File: src/logic/ads_pkg.sv
// constants, register map and types of the converter sequencer
// How it works
// - halt conversion only with RC clock selected
// - RC clock: start waits one instruction cycle
// - done clears start flag, loads result
// - done in halt with enable wakes device
// - halt on other clock aborts, powers down
// - reset loads register reset values, converter off, aborts
// - result register untouched by any reset
// - control register field layout, resets zero
// - first code step at reference over 256
// - firmware sets start flag, hardware clears it
// - interrupt needs enable, peripheral and global gates
// - firmware abort keeps result, waits two periods
// - one period disconnected after each conversion
package ads_pkg;
  // ****************************************
  // timing
  // ****************************************
  localparam int CLK_NS = 5; // clock period
  localparam int INSTR_NS = 20; // instruction cycle, four oscillator periods
  localparam int INSTR_CYCLES = (INSTR_NS + CLK_NS - 1) / CLK_NS; // least time, round up
  localparam int RC_PERIOD_NS = 4000; // typical private RC bit period
  localparam int RC_PERIOD_CYCLES = RC_PERIOD_NS / CLK_NS;
  localparam int DIV_W = 10; // bit period divider width
  localparam logic [DIV_W-1:0] DIV_F2 = 10'h002; // oscillator / 2
  localparam logic [DIV_W-1:0] DIV_F8 = 10'h008; // oscillator / 8
  localparam logic [DIV_W-1:0] DIV_F32 = 10'h020; // oscillator / 32
  localparam logic [DIV_W-1:0] DIV_RC = DIV_W'(RC_PERIOD_CYCLES); // private RC source
  localparam logic [DIV_W-1:0] DIV_ONE = 10'h001;
  localparam logic [1:0] DELAY_LOAD = 2'(INSTR_CYCLES - 1); // start delay count
  localparam logic [1:0] ABORT_LOAD = 2'h2; // bit periods after abort
  localparam logic [1:0] POST_LOAD = 2'h1; // bit periods after completion
  localparam logic [1:0] CNT_ZERO = 2'h0;
  localparam logic [1:0] CNT_ONE = 2'h1;
  // ****************************************
  // register map
  // ****************************************
  localparam logic [7:0] ADDR_INTCTL = 8'h0B; // interrupt_control
  localparam logic [7:0] ADDR_PIRF = 8'h0C; // peripheral_irq_flags
  localparam logic [7:0] ADDR_RESULT = 8'h1E; // conversion_result
  localparam logic [7:0] ADDR_CTRL = 8'h1F; // converter_control_main
  localparam logic [7:0] ADDR_PIEN = 8'h8C; // peripheral_irq_enable
  localparam logic [7:0] ADDR_APSEL = 8'h9D; // analog_pin_select
  localparam logic [7:0] ADDR_REFCFG = 8'h9F; // reference_config
  // control register fields
  localparam int CTRL_CS_HI = 7;
  localparam int CTRL_CS_LO = 6;
  localparam int CTRL_CH_HI = 5;
  localparam int CTRL_CH_LO = 3;
  localparam int CTRL_GO = 2;
  localparam int CTRL_CH3 = 1;
  localparam int CTRL_ON = 0;
  localparam logic [1:0] CLK_RC = 2'h3; // clock select code of the RC source
  // flag and enable layout
  localparam int IRQ_VDET = 7;
  localparam int IRQ_CONV = 6;
  localparam int IRQ_CMP2 = 5;
  localparam int IRQ_CMP1 = 4;
  localparam int IRQ_TMR1 = 0;
  localparam logic [7:0] IRQ_MASK = 8'hF1; // implemented flag bits
  localparam int INTCTL_GLOBAL = 7;
  localparam int INTCTL_PERIPH = 6;
  localparam int REF_HI = 5;
  localparam int REF_LO = 4;
  localparam logic [7:0] REF_MASK = 8'h30;
  // reset values
  localparam logic [7:0] RST_ZERO = 8'h00;
  localparam logic [7:0] RST_APSEL = 8'hFF;
  // ****************************************
  // types
  // ****************************************
  typedef enum logic [2:0] {
    ST_ACQ = 3'b000, // channel connected, idle
    ST_DELAY = 3'b001, // one instruction cycle wait
    ST_CONV = 3'b011, // successive approximation
    ST_POST = 3'b010, // hold disconnected after done
    ST_ABORT = 3'b110 // wait after abort
  } ads_state_t;

  // clock cycles per bit period for a clock select code
  function automatic logic [DIV_W-1:0] ads_period_cycles(input logic [1:0] sel);
    logic [DIV_W-1:0] n;
    n = DIV_RC;
    case (sel)
      2'h0: n = DIV_F2;
      2'h1: n = DIV_F8;
      2'h2: n = DIV_F32;
      default: n = DIV_RC;
    endcase
    return n;
  endfunction : ads_period_cycles
endpackage : ads_pkg

File: src/logic/ads_sar_if.sv
// link between the sequencer and the approximation core
`timescale 1ns/10ps
interface ads_sar_if #(parameter int W = 8);
  logic bitTick; // one bit period elapsed
  logic start; // begin a conversion
  logic abort; // drop the conversion
  logic cmpHigh; // input at or above trial level
  logic done; // conversion finished, one cycle
  logic [W-1:0] trial; // trial code, final code at done
  modport ctrl (output bitTick, start, abort, cmpHigh, input done, trial);
  modport core (input bitTick, start, abort, cmpHigh, output done, trial);
endinterface : ads_sar_if

File: src/logic/ads_sequencer.sv
// converter control, halt handling, registers and interrupt flags
//
// The implementer's own choice: the strobed register port.
`timescale 1ns/10ps
module ads_sequencer (
  // clock and reset
  input wire logic clk,
  input wire logic srst,
  // register port
  input wire logic [7:0] regAddr,
  input wire logic [7:0] regWrData,
  input wire logic regWr,
  input wire logic regRd,
  output logic [7:0] regRdData,
  // core power state
  input wire logic haltEnter,
  input wire logic haltLeave,
  output logic wakeReq,
  output logic irqOut,
  // events of neighbouring peripherals
  input wire logic voltageDetectEvent,
  input wire logic cmp2Event,
  input wire logic cmp1Event,
  input wire logic timer1Event,
  // analog front end
  input wire logic cmpHigh,
  output logic [7:0] sarTrial,
  output logic sampleConnect,
  output logic converterPowered,
  output logic [3:0] channelSel,
  output logic [1:0] referenceSel,
  output logic [7:0] analogPinSel
);
  import ads_pkg::*;

  // ****************************************
  // declarations
  // ****************************************
  ads_sar_if #(.W(8)) sarBus (); // link to the approximation core
  logic [7:0] ctrlReg, ctrlNext; // converter_control_main
  logic [7:0] intctlReg, intctlNext; // interrupt_control
  logic [7:0] pirReg, pirNext; // peripheral_irq_flags
  logic [7:0] pieReg, pieNext; // peripheral_irq_enable
  logic [7:0] apselReg, apselNext; // analog_pin_select
  logic [7:0] refReg, refNext; // reference_config
  logic [7:0] resultReg, resultNext; // conversion_result, never reset
  logic [7:0] rdReg, rdNext; // read data
  logic irqReg, irqNext; // interrupt level
  ads_state_t stateReg, stateNext; // sequencer state
  logic [1:0] cntReg, cntNext; // delay and wait counter
  logic haltedReg, haltedNext; // core is halted
  logic pdReg, pdNext; // powered down by halt
  logic wakeReg, wakeNext; // wake pulse
  logic powerReg, powerNext; // analog power
  logic sampleReg, sampleNext; // hold switch
  logic [DIV_W-1:0] divReg, divNext; // bit period divider
  logic tickReg, tickNext; // bit period enable
  logic rcSel; // RC source selected
  logic goBit; // start/done flag
  logic active; // converter on and not halted off
  logic clockRuns; // bit period clock allowed
  logic haltAbort; // halt under oscillator clock
  logic wrCtrl; // control register write
  logic restartDiv; // align divider to a wait
  logic startNow; // start the core
  logic abortNow; // abort the core
  logic irqCause; // gated interrupt source

  assign rcSel = (ctrlReg[CTRL_CS_HI:CTRL_CS_LO] == CLK_RC);
  assign goBit = ctrlReg[CTRL_GO];
  assign active = ctrlReg[CTRL_ON] && !pdReg;
  assign clockRuns = active && !(haltedReg && !rcSel);
  assign haltAbort = haltEnter && !rcSel;
  assign wrCtrl = regWr && (regAddr == ADDR_CTRL);
  assign irqCause = |(pirReg & pieReg) && intctlReg[INTCTL_PERIPH]
    && intctlReg[INTCTL_GLOBAL];

  // ****************************************
  // approximation core
  // ****************************************
  ads_sar_core #(.W(8)) u_core (
    .clk(clk),
    .srst(srst),
    .sar(sarBus.core)
  );
  assign sarBus.bitTick = tickReg;
  assign sarBus.start = startNow;
  assign sarBus.abort = abortNow;
  assign sarBus.cmpHigh = cmpHigh;

  // ****************************************
  // bit period divider
  // ****************************************
  // stops under halt unless the RC source runs it
  always_comb begin
    divNext = divReg + DIV_ONE;
    tickNext = 1'b0;
    if (!clockRuns || restartDiv) begin
      divNext = '0;
    end else if (divReg >= ads_period_cycles(ctrlReg[CTRL_CS_HI:CTRL_CS_LO]) - DIV_ONE) begin
      divNext = '0;
      tickNext = 1'b1;
    end
  end

  // divider registers
  always_ff @(posedge clk) begin
    if (srst) begin
      divReg <= '0;
      tickReg <= 1'b0;
    end else begin
      divReg <= divNext;
      tickReg <= tickNext;
    end
  end

  // ****************************************
  // conversion sequencer
  // ****************************************
  always_comb begin
    stateNext = stateReg;
    cntNext = cntReg;
    startNow = 1'b0;
    abortNow = 1'b0;
    restartDiv = 1'b0;
    if (!ctrlReg[CTRL_ON]) begin
      // converter off: idle, nothing running
      stateNext = ST_ACQ;
      abortNow = 1'b1;
    end else begin
      case (stateReg)
        ST_ACQ: begin
          // firmware set the start flag
          if (goBit && active) begin
            if (rcSel) begin
              stateNext = ST_DELAY; // lets the halt instruction run first
              cntNext = DELAY_LOAD;
            end else begin
              stateNext = ST_CONV;
              startNow = 1'b1;
            end
          end
        end
        ST_DELAY: begin
          if (!goBit) begin
            stateNext = ST_ABORT;
            cntNext = ABORT_LOAD;
            restartDiv = 1'b1;
          end else if (cntReg == CNT_ZERO) begin
            stateNext = ST_CONV;
            startNow = 1'b1;
          end else begin
            cntNext = cntReg - CNT_ONE;
          end
        end
        ST_CONV: begin
          if (sarBus.done) begin
            stateNext = ST_POST; // hold off the channel
            cntNext = POST_LOAD;
            restartDiv = 1'b1;
          end else if (!goBit || haltAbort) begin
            // firmware clear or halt: result kept
            stateNext = ST_ABORT;
            cntNext = ABORT_LOAD;
            abortNow = 1'b1;
            restartDiv = 1'b1;
          end
        end
        ST_POST, ST_ABORT: begin
          // wait whole bit periods, then acquire again
          if (cntReg == CNT_ZERO) begin
            stateNext = ST_ACQ;
          end else if (tickReg) begin
            cntNext = cntReg - CNT_ONE;
          end
        end
        default: begin
          stateNext = ST_ACQ;
        end
      endcase
    end
    // halt state and power down under oscillator clock
    haltedNext = haltedReg;
    pdNext = pdReg;
    if (haltEnter) begin
      haltedNext = 1'b1;
      pdNext = !rcSel;
    end else if (haltLeave || wakeReg) begin
      haltedNext = 1'b0;
      pdNext = 1'b0;
    end
    // done with its enable set leaves the halt
    wakeNext = sarBus.done && haltedReg && pieReg[IRQ_CONV];
    powerNext = active && ctrlReg[CTRL_ON];
    sampleNext = (stateNext == ST_ACQ) && active;
  end

  // sequencer registers, all cleared by any reset
  always_ff @(posedge clk) begin
    if (srst) begin
      stateReg <= ST_ACQ;
      cntReg <= CNT_ZERO;
      haltedReg <= 1'b0;
      pdReg <= 1'b0;
      wakeReg <= 1'b0;
      powerReg <= 1'b0;
      sampleReg <= 1'b0;
    end else begin
      stateReg <= stateNext;
      cntReg <= cntNext;
      haltedReg <= haltedNext;
      pdReg <= pdNext;
      wakeReg <= wakeNext;
      powerReg <= powerNext;
      sampleReg <= sampleNext;
    end
  end

  // ****************************************
  // registers and flags
  // ****************************************
  always_comb begin
    ctrlNext = ctrlReg;
    intctlNext = intctlReg;
    pieNext = pieReg;
    apselNext = apselReg;
    refNext = refReg;
    pirNext = pirReg;
    resultNext = resultReg;
    if (wrCtrl) begin
      ctrlNext = regWrData; // layout
    end
    if (regWr && (regAddr == ADDR_INTCTL)) begin
      intctlNext = regWrData;
    end
    if (regWr && (regAddr == ADDR_PIEN)) begin
      pieNext = regWrData & IRQ_MASK;
    end
    if (regWr && (regAddr == ADDR_APSEL)) begin
      apselNext = regWrData;
    end
    if (regWr && (regAddr == ADDR_REFCFG)) begin
      refNext = regWrData & REF_MASK;
    end
    if (regWr && (regAddr == ADDR_PIRF)) begin
      pirNext = pirReg & ~(regWrData & IRQ_MASK); // write one to clear
    end
    if (regWr && (regAddr == ADDR_RESULT)) begin
      resultNext = regWrData;
    end
    if (sarBus.done) begin
      ctrlNext[CTRL_GO] = 1'b0; // hardware clear wins
      resultNext = sarBus.trial;
    end
    if (haltAbort) begin
      ctrlNext[CTRL_GO] = 1'b0; // converter_on stays set
    end
    // events set after the clear, so a set wins
    pirNext[IRQ_CONV] = pirNext[IRQ_CONV] | sarBus.done;
    pirNext[IRQ_VDET] = pirNext[IRQ_VDET] | voltageDetectEvent;
    pirNext[IRQ_CMP2] = pirNext[IRQ_CMP2] | cmp2Event;
    pirNext[IRQ_CMP1] = pirNext[IRQ_CMP1] | cmp1Event;
    pirNext[IRQ_TMR1] = pirNext[IRQ_TMR1] | timer1Event;
    irqNext = irqCause;
    // read decode, unmapped reads zero
    rdNext = RST_ZERO;
    if (!regRd) begin
      rdNext = RST_ZERO;
    end else if (regAddr == ADDR_CTRL) begin
      rdNext = ctrlReg;
    end else if (regAddr == ADDR_RESULT) begin
      rdNext = resultReg;
    end else if (regAddr == ADDR_PIRF) begin
      rdNext = pirReg;
    end else if (regAddr == ADDR_PIEN) begin
      rdNext = pieReg;
    end else if (regAddr == ADDR_INTCTL) begin
      rdNext = intctlReg;
    end else if (regAddr == ADDR_APSEL) begin
      rdNext = apselReg;
    end else if (regAddr == ADDR_REFCFG) begin
      rdNext = refReg;
    end
  end

  // register file, reset values
  always_ff @(posedge clk) begin
    if (srst) begin
      ctrlReg <= RST_ZERO;
      intctlReg <= RST_ZERO;
      pirReg <= RST_ZERO;
      pieReg <= RST_ZERO;
      apselReg <= RST_APSEL;
      refReg <= RST_ZERO;
      rdReg <= RST_ZERO;
      irqReg <= 1'b0;
    end else begin
      ctrlReg <= ctrlNext;
      intctlReg <= intctlNext;
      pirReg <= pirNext;
      pieReg <= pieNext;
      apselReg <= apselNext;
      refReg <= refNext;
      rdReg <= rdNext;
      irqReg <= irqNext;
    end
  end

  // no reset value; reset only freezes the result so nothing lands
  always_ff @(posedge clk) begin
    if (!srst) resultReg <= resultNext;
  end

  // outputs
  assign regRdData = rdReg;
  assign irqOut = irqReg;
  assign wakeReq = wakeReg;
  assign sarTrial = sarBus.trial;
  assign sampleConnect = sampleReg;
  assign converterPowered = powerReg;
  assign channelSel = {ctrlReg[CTRL_CH3], ctrlReg[CTRL_CH_HI:CTRL_CH_LO]};
  assign referenceSel = refReg[REF_HI:REF_LO];
  assign analogPinSel = apselReg;

  logic inConv, inDelay, inAbort, inPost;
  assign inConv = (stateReg == ST_CONV);
  assign inDelay = (stateReg == ST_DELAY);
  assign inAbort = (stateReg == ST_ABORT);
  assign inPost = (stateReg == ST_POST);
endmodule : ads_sequencer

File: src/logic/ads_sar_core.sv
// successive approximation register, one bit per bit period
`timescale 1ns/10ps
module ads_sar_core #(
  parameter int W = 8
) (
  // clock and reset
  input wire logic clk,
  input wire logic srst,
  // sequencer side
  ads_sar_if.core sar
);
  import ads_pkg::*;
  logic [W-1:0] trialReg, trialNext; // trial code
  logic [W-1:0] ptrReg, ptrNext; // one-hot bit under test
  logic busyReg, busyNext; // conversion running
  logic doneReg, doneNext; // completion pulse

  // ****************************************
  // approximation step
  // ****************************************
  always_comb begin
    trialNext = trialReg;
    ptrNext = ptrReg;
    busyNext = busyReg;
    doneNext = 1'b0;
    if (sar.abort) begin
      // drop everything, trial left as is
      busyNext = 1'b0;
    end else if (sar.start) begin
      // code k means input at or above k/256 of reference
      ptrNext = {1'b1, {(W-1){1'b0}}};
      trialNext = {1'b1, {(W-1){1'b0}}};
      busyNext = 1'b1;
    end else if (busyReg && sar.bitTick) begin
      // keep bit only if input reaches the trial level
      trialNext = sar.cmpHigh ? trialReg : (trialReg & ~ptrReg);
      if (ptrReg[0]) begin
        busyNext = 1'b0;
        doneNext = 1'b1;
      end else begin
        ptrNext = ptrReg >> 1;
        trialNext = trialNext | (ptrReg >> 1);
      end
    end
  end

  // state registers
  always_ff @(posedge clk) begin
    if (srst) begin
      trialReg <= '0;
      ptrReg <= '0;
      busyReg <= 1'b0;
      doneReg <= 1'b0;
    end else begin
      trialReg <= trialNext;
      ptrReg <= ptrNext;
      busyReg <= busyNext;
      doneReg <= doneNext;
    end
  end

  assign sar.done = doneReg;
  assign sar.trial = trialReg;
endmodule : ads_sar_core

File: config.mk
export PLATFORM = sky130hd
export DESIGN_NAME = ads_sequencer
export DESIGN_NICKNAME = d
export VERILOG_FILES = /design/src/logic/ads_pkg.sv /design/src/logic/ads_sar_if.sv /design/src/logic/ads_sequencer.sv /design/src/logic/ads_sar_core.sv
export SDC_FILE = /design/constraint.sdc
export NUM_CORES = 1
export LEC_CHECK = 0
export BUFFER_PORTS_ARGS = -buffer_cell sky130_fd_sc_hd__clkbuf_2
export CORE_UTILIZATION = 35
export CTS_CLUSTER_DIAMETER = 80
export DETAILED_ROUTE_END_ITERATION = 12
export GPL_TIMING_DRIVEN = 0
export PLACE_DENSITY = 0.52
export SLEW_MARGIN = 20
export SYNTH_ARGS = -nofsm -noshare
export SYNTH_HDL_FRONTEND = slang
export SYNTH_SLANG_ARGS = --single-unit
File: constraint.sdc
create_clock -name clk -period 2.58 [get_ports clk]
set_input_delay 0.774 -clock clk [delete_from_list [all_inputs] [get_ports clk]]
set_output_delay 0.774 -clock clk [all_outputs]
set_load 0.05 [all_outputs]
==> summary.md, run 1 <==
| Metric | Value |
|---|---|
| Status | `completed` |
| # rows | `40` |
| Clock sinks | `92` |
| H-tree Lvls | `3` |
| Leak Pwr | `0.001941 uW` |
| Worst-Skew Late Latency | `340 ps` |
| F_max | `0.4283 GHz` |
| Hold-fix buffers, CTS | `0` |
| CTS resizes | `0` |
| P per Cell Area | `598.2 nW/um2` |
| GRT Util Overall | `18.98%` |
| Fin nets | `590` |
| Num CTS Buffers | `9` |
| Routed via count | `3,790` |
| Pre-Repair DR Iteration Count | `4` |
| Worst slew pin tran | `756.2 ps` |
| Cells after Synth | `485` |
| Synth Warn # | `0` |
| Core Region | `12,060 um2` |
| Setup repair after global routing missed its margin | `no` |
| Tcrit/Tclk final | `90.50%` |
| Clock tree buffer depth | `2` |
| Crit. End Element | `flip-flop` |
| Antenna violations before repair | `0` |
| Gpl congestion | `0.8837` |
| Sequential area share after synthesis | `44.06%` |
| First-iteration detailed-routing DRC count | `170` |
| Post-DRT Antenna Nets | `0` |
| WP data required | `2550 ps` |
| Fin util | `43.13%` |
| Hpwl dp | `8607 um` |
| CP most frequent cell | `clkbuf_1` |
| Final Max Tran Viols | `0` |
| Maxcap violations | `0` |
| Yosys cell types | `63` |
| Area Growth Syn to Fin | `19.28%` |
| Vias in the first global route | `3,517` |
| Cell area after synthesis | `4362 um2` |
| Total Wirelength | `11,860 um` |
| Max transition margin | `49.40%` |
| FFs w/ async S/R, synth | `0%` |
| Initial Util | `36.16%` |
| Fillcell total | `1,198` |
| Synth Net Count | `521` |
| CTS root buffer | `clkbuf_16` |
| Number of synthesized flops with an enable pin | `8` |
| Critical path class | `flip-flop to flip-flop` |
| Die W | `113.6 um` |
| CTS tree | `built` |
| Critical path arrival | `2310 ps` |
| Die Area | `12,910 um2` |
| Final Hold Fails | `0` |
| WL/cell | `16.31 um` |
| # diodes | `0` |
| Height of the die | `113.6 um` |
| Mean area per synthesized cell | `8.993 um2` |
| VDD IR-drop max | `365.8 uV` |
| Max FO, Critical Path | `10` |
| Yosys reg bits | `92` |
| CP max stage delay | `620 ps` |
| I/O pin count | `61` |
| Layout cells sized above 1 | `21.11%` |
| First-pass GRT wire length | `18,820 um` |
| Post-CTS setup buffers | `0` |
| Total chip power | `3112 uW` |
| Total global routing overflow | `0` |
| Crit-path slowest cell | `nor2_1` |
| Synth Flop Type | `dfxtp_1` |
| Min cycle time layout | `2335 ps` |
| Worst-path cell chain | `clkbuf_1 -> clkbuf_1 -> a31oi_1 -> nor2_1` |
| Reg clk slew, reported paths | `70 ps` |
| IO Port Bufs | `58` |
| Count of final setup violators | `0` |
| HP Class | `flip-flop to flip-flop` |
| Largest net degree at the start of global routing | `16` |
| Drt via density | `5.213` |
| DRC viols | `0` |
| Final setup skew | `5.742 ps` |
| Type of origin of the critical path | `flip-flop` |
[worst paths after layout]
kind | cells past startpoint | start | to | slack, ps
max | 4 | u_core.sar.done$_SDFF_PP0_ | resultReg[6]$_DFFE_PP_ | 250
min | 2 | u_core.ptrReg[5]$_SDFFE_PP0P_ | u_core.ptrReg[5]$_SDFFE_PP0P_ | 470
max reg2reg | 4 | u_core.sar.done$_SDFF_PP0_ | resultReg[6]$_DFFE_PP_ | 250
min reg2reg | 2 | u_core.ptrReg[5]$_SDFFE_PP0P_ | u_core.ptrReg[5]$_SDFFE_PP0P_ | 470
[placed cells by master (no fill, tap or decap), types with 13 or more instances in the layout]
cell / n
a21oi_1: 44
clkbuf_1: 13
clkbuf_2: 58
dfxtp_1: 84
inv_1: 13
mux2i_1: 23
nand2_1: 53
nand3_1: 17
nor2_1: 62
o21ai_0: 14
[area by class of cell]
class | instances | area, um2 | area share, %
Buffer | 31 | 178.9 | 3.439
Clock buffer | 10 | 229.0 | 4.401
Clock inverter | 6 | 111.4 | 2.140
Inverter | 14 | 52.55 | 1.010
Multi-Input combinational cell | 348 | 2208 | 42.45
Sequential cell | 92 | 1922 | 36.94
Tap cell | 168 | 210.2 | 4.040
Timing Repair Buffer | 58 | 290.3 | 5.580
[flip-flops by register name, summed over array words and instances (netlist names), 2 cells and up]
name              cells
intctlReg             8
ctrlReg               8
pieReg                5
pirReg                5
regRdData             8
u_core.ptrReg         8
divReg               10
cntReg                2
refReg                2
u_core.sar.trial      8
analogPinSel          8
resultReg             8
stateReg              3
[Yosys cell counts, types with 3 or more instances]
master	count	share of area, %
o22ai_1	4	0.57
a221oi_1	4	0.80
and4_1	3	0.60
nand4_1	4	0.57
edfxtp_1	8	5.5
a211oi_1	4	0.69
nor4_1	3	0.43
nor3_1	7	0.80
nor2_1	62	5.3
buf_2	10	1.1
nand2b_1	3	0.43
mux2_2	9	2.3
or3_1	3	0.43
mux2i_1	23	5.3
inv_1	13	1.1
ha_1	9	2.6
nor2b_1	12	1.7
a22oi_1	5	0.86
o21ai_0	14	1.6
nand3_1	17	2.0
clkbuf_1	12	1.0
buf_4	7	1.2
xor2_1	6	1.2
a2111oi_2	3	1.0
nand2_1	53	4.6
a21oi_1	44	5.0
dfxtp_1	84	39
a211o_1	9	1.8
o211ai_1	4	0.69
[cell families after synthesis]
logic type | share of synthesized area (%)
flip-flops | 44.06
adder cells (fa/ha/maj) | 2.582
AO/OA/AOI/OAI | 16.52
AND/OR/NAND/NOR | 22.23
multiplexers | 7.602
XOR/XNOR | 1.606
buffers and inverters | 5.307
other | 0.08598
[per-stage QoR]
stage	TNS (ps)	std cells	area [um2]	hold WS, ps	worst slack (ps)
2_1_floorplan	0	485	4362	434.9	313.1
3_3_place_gp	-694.9	711	4862	456.4	-87.05
3_5_place_dp	-616.2	711	4862	464.1	-77.34
4_1_cts	0	727	5202	473.7	244.3
5_1_grt	0	727	5202	498.5	117.9
6_report	0	727	5202	474.8	245.1
[routing by layer]
layer | track usage, % | share of wire (%)
met3 | 3.826 | 4.1
met4 | 5.877 | 1.1
met5 | 0 | 0
met1 | 25.56 | 48
met2 | 30.57 | 47
[worst max-delay path, delay by kind of cell, from the launching register on]
kind / cells / cell delay (ps)
simple gates: 1 / 620
compound gates: 1 / 120
flops: 1 / 310
buf+inv: 2 / 920
[power by group]
part | total [uW] | switching (uW) | internal, uW
Sequential | 1450 | 6.25 | 1450
Combinational | 150 | 97.5 | 52.4
Clock | 1510 | 560 | 949
Total | 3110 | 664 | 2450
Power figures use the tool's default switching activity.
==> inputs of run 2 (changes only) <==
CELL_PAD_IN_SITES_DETAIL_PLACEMENT = 1   (was not set)
CELL_PAD_IN_SITES_GLOBAL_PLACEMENT = 1   (was not set)
PLACE_DENSITY = 0.65   (was 0.52)
==> summary.md, run 2 (synthesis results as in run 1) <==
| Metric | Value |
|---|---|
| Initial Util | `36.16%` |
| I/O pin count | `61` |
| VDD IR-drop max | `307.7 uV` |
| Power share of the sequential group | `51.1%` |
| Critical path class | `input port to flip-flop` |
| Total Wirelength | `12,990 um` |
| Worst hold start | `u_core.ptrReg[3]$_SDFFE_PP0P_` |
| CP top delay family | `simple AND/OR/NAND/NOR gates` |
| WP buf/inv | `2` |
| Die Area | `12,910 um2` |
| Max FO, Critical Path | `10` |
| Worst setup margin | `257.4 ps` |
| Area Growth Syn to Fin | `17.64%` |
| Core Region | `12,060 um2` |
| CTS tree | `built` |
| Count of final setup violators | `0` |
| Antenna violations before repair | `0` |
| Dpl ws | `-122.5 ps` |
| First-iteration detailed-routing DRC count | `157` |
| Setup repair after global routing missed its margin | `no` |
| Height of the die | `113.6 um` |
| Final Max Tran Viols | `0` |
| Fillcell total | `1,419` |
| Post-CTS setup buffers | `0` |
| CTS root buffer | `clkbuf_16` |
| Tcrit/Tclk final | `90.02%` |
| Routed via count | `3,831` |
| Min cycle time layout | `2323 ps` |
| DRC viols | `0` |
| Layout cells sized above 1 | `21.11%` |
| Clk pwr share | `43.6%` |
| Worst Setup SP | `regAddr[5]` |
| Crit-path slowest cell | `nor3_4` |
| Largest register by flop count | `divReg` |
| HP Class | `flip-flop to flip-flop` |
| Worst-path cell chain | `clkbuf_2 -> nor3b_4 -> nand2_2 -> nor3_4 -> buf_4 -> nor2b_1 -> a211o_1` |
| P per Cell Area | `554.6 nW/um2` |
| Gpl congestion | `0.8791` |
| H-tree Lvls | `3` |
| Vias in the first global route | `3,976` |
| Type of origin of the critical path | `input port` |
| Hpwl dp | `9535 um` |
| Die W | `113.6 um` |
| Fin nets | `590` |
| Total global routing overflow | `0` |
| Critical path arrival | `2570 ps` |
| Final Hold Fails | `0` |
| CTS resizes | `0` |
| Max transition margin | `45.40%` |
| Crit. End Element | `flip-flop` |
| IO Port Bufs | `58` |
| Worst r2r src | `u_core.sar.done$_SDFF_PP0_` |
| F_max | `0.4306 GHz` |
| Pre-Repair DR Iteration Count | `5` |
| Logic gate share of total power | `5.3%` |
| Final setup skew | `6.672 ps` |
| Pint | `2145 uW` |
| Status | `completed` |
| Commonest non-fill, non-tap cell in the layout | `dfxtp_1` |
| Sw Pwr | `700.0 uW` |
| Worst slew pin tran | `819.0 ps` |
| First-pass GRT wire length | `21,090 um` |
| # diodes | `0` |
| Reg clk slew, reported paths | `70 ps` |
| WL/cell | `17.86 um` |
| Total chip power | `2846 uW` |
| Worst-Skew Late Latency | `350 ps` |
| Switching part of the total | `24.60%` |
| # rows | `40` |
| Commonest non-fill, non-tap cells in the layout | `dfxtp_1, nor2_1, clkbuf_2, nand2_1, a21oi_1` |
| Hold-fix buffers, CTS | `0` |
| Setup_tns | `0 ps` |
| Num CTS Buffers | `9` |
| GRT Util Overall | `21.56%` |
| WP data required | `2830 ps` |
| Clock sinks | `92` |
| Largest register FFs | `10` |
| Maxcap violations | `0` |
| CP max stage delay | `420 ps` |
| Largest net degree at the start of global routing | `16` |
| Clock tree buffer depth | `2` |
| Leak Pwr | `0.001898 uW` |
| Post-DRT Antenna Nets | `0` |
| Drt via density | `5.270` |
| WHS | `470.9 ps` |
run 2: metrics by stage:
stage / std cells / cell area, um2 / util [%]
after floorplan: 485 / 4362 / -
after global placement: 711 / 4862 / 40.31
after detailed placement: 711 / 4862 / 40.31
after CTS: 727 / 5131 / 42.54
after global routing: 727 / 5131 / 42.54
final: 727 / 5131 / 42.54
run 2: worst paths after layout:
kind / end / slack (ps) / depth (start not counted)
hold / removal: u_core.ptrReg[3]$_SDFFE_PP0P_ / 470 / 2
setup reg to reg: resultReg[5]$_DFFE_PP_ / 360 / 4
setup / recovery: analogPinSel[6]$_SDFFE_PP1P_ / 260 / 7
hold reg to reg: u_core.ptrReg[3]$_SDFFE_PP0P_ / 470 / 2
run 2: layout make-up:
class	count	area [um2]	area share, %
flip-flops and latches	92	1922	37.45
well taps	168	210.2	4.097
repair buffers	58	290.3	5.657
inverters	14	52.55	1.024
plain buffers	31	178.9	3.487
clock inverters	7	43.79	0.8535
clock buffers	9	225.2	4.389
multi-input cells	348	2208	43.04
run 2: metal layers:
metal,GRT usage [%],up-vias,wire length (um)
li1,-,1869,-
met1,28.73,1880,6111
met2,34.96,70,6188
met3,3.294,12,498
met4,8.684,0,187
met5,0,-,0
run 2: worst reg2reg max path: cells and delay by family (launching register included):
| family | cells | cell delay, ps |
|---|---|---|
| AO/OA/AOI/OAI | 1 | 100 |
| buffers and inverters | 2 | 880 |
| flip-flops | 1 | 310 |
| AND/OR/NAND/NOR | 1 | 570 |
run 2: power by group through the flow:
stage | Clock (uW) | Sequential, uW | Combinational [uW]
after global placement | 0 | 1480 | 150
after floorplan | 0 | 1490 | 83.2
after CTS | 1260 | 1450 | 153
final | 1240 | 1450 | 152
after global routing | 1320 | 1450 | 167
after detailed placement | 0 | 1490 | 153
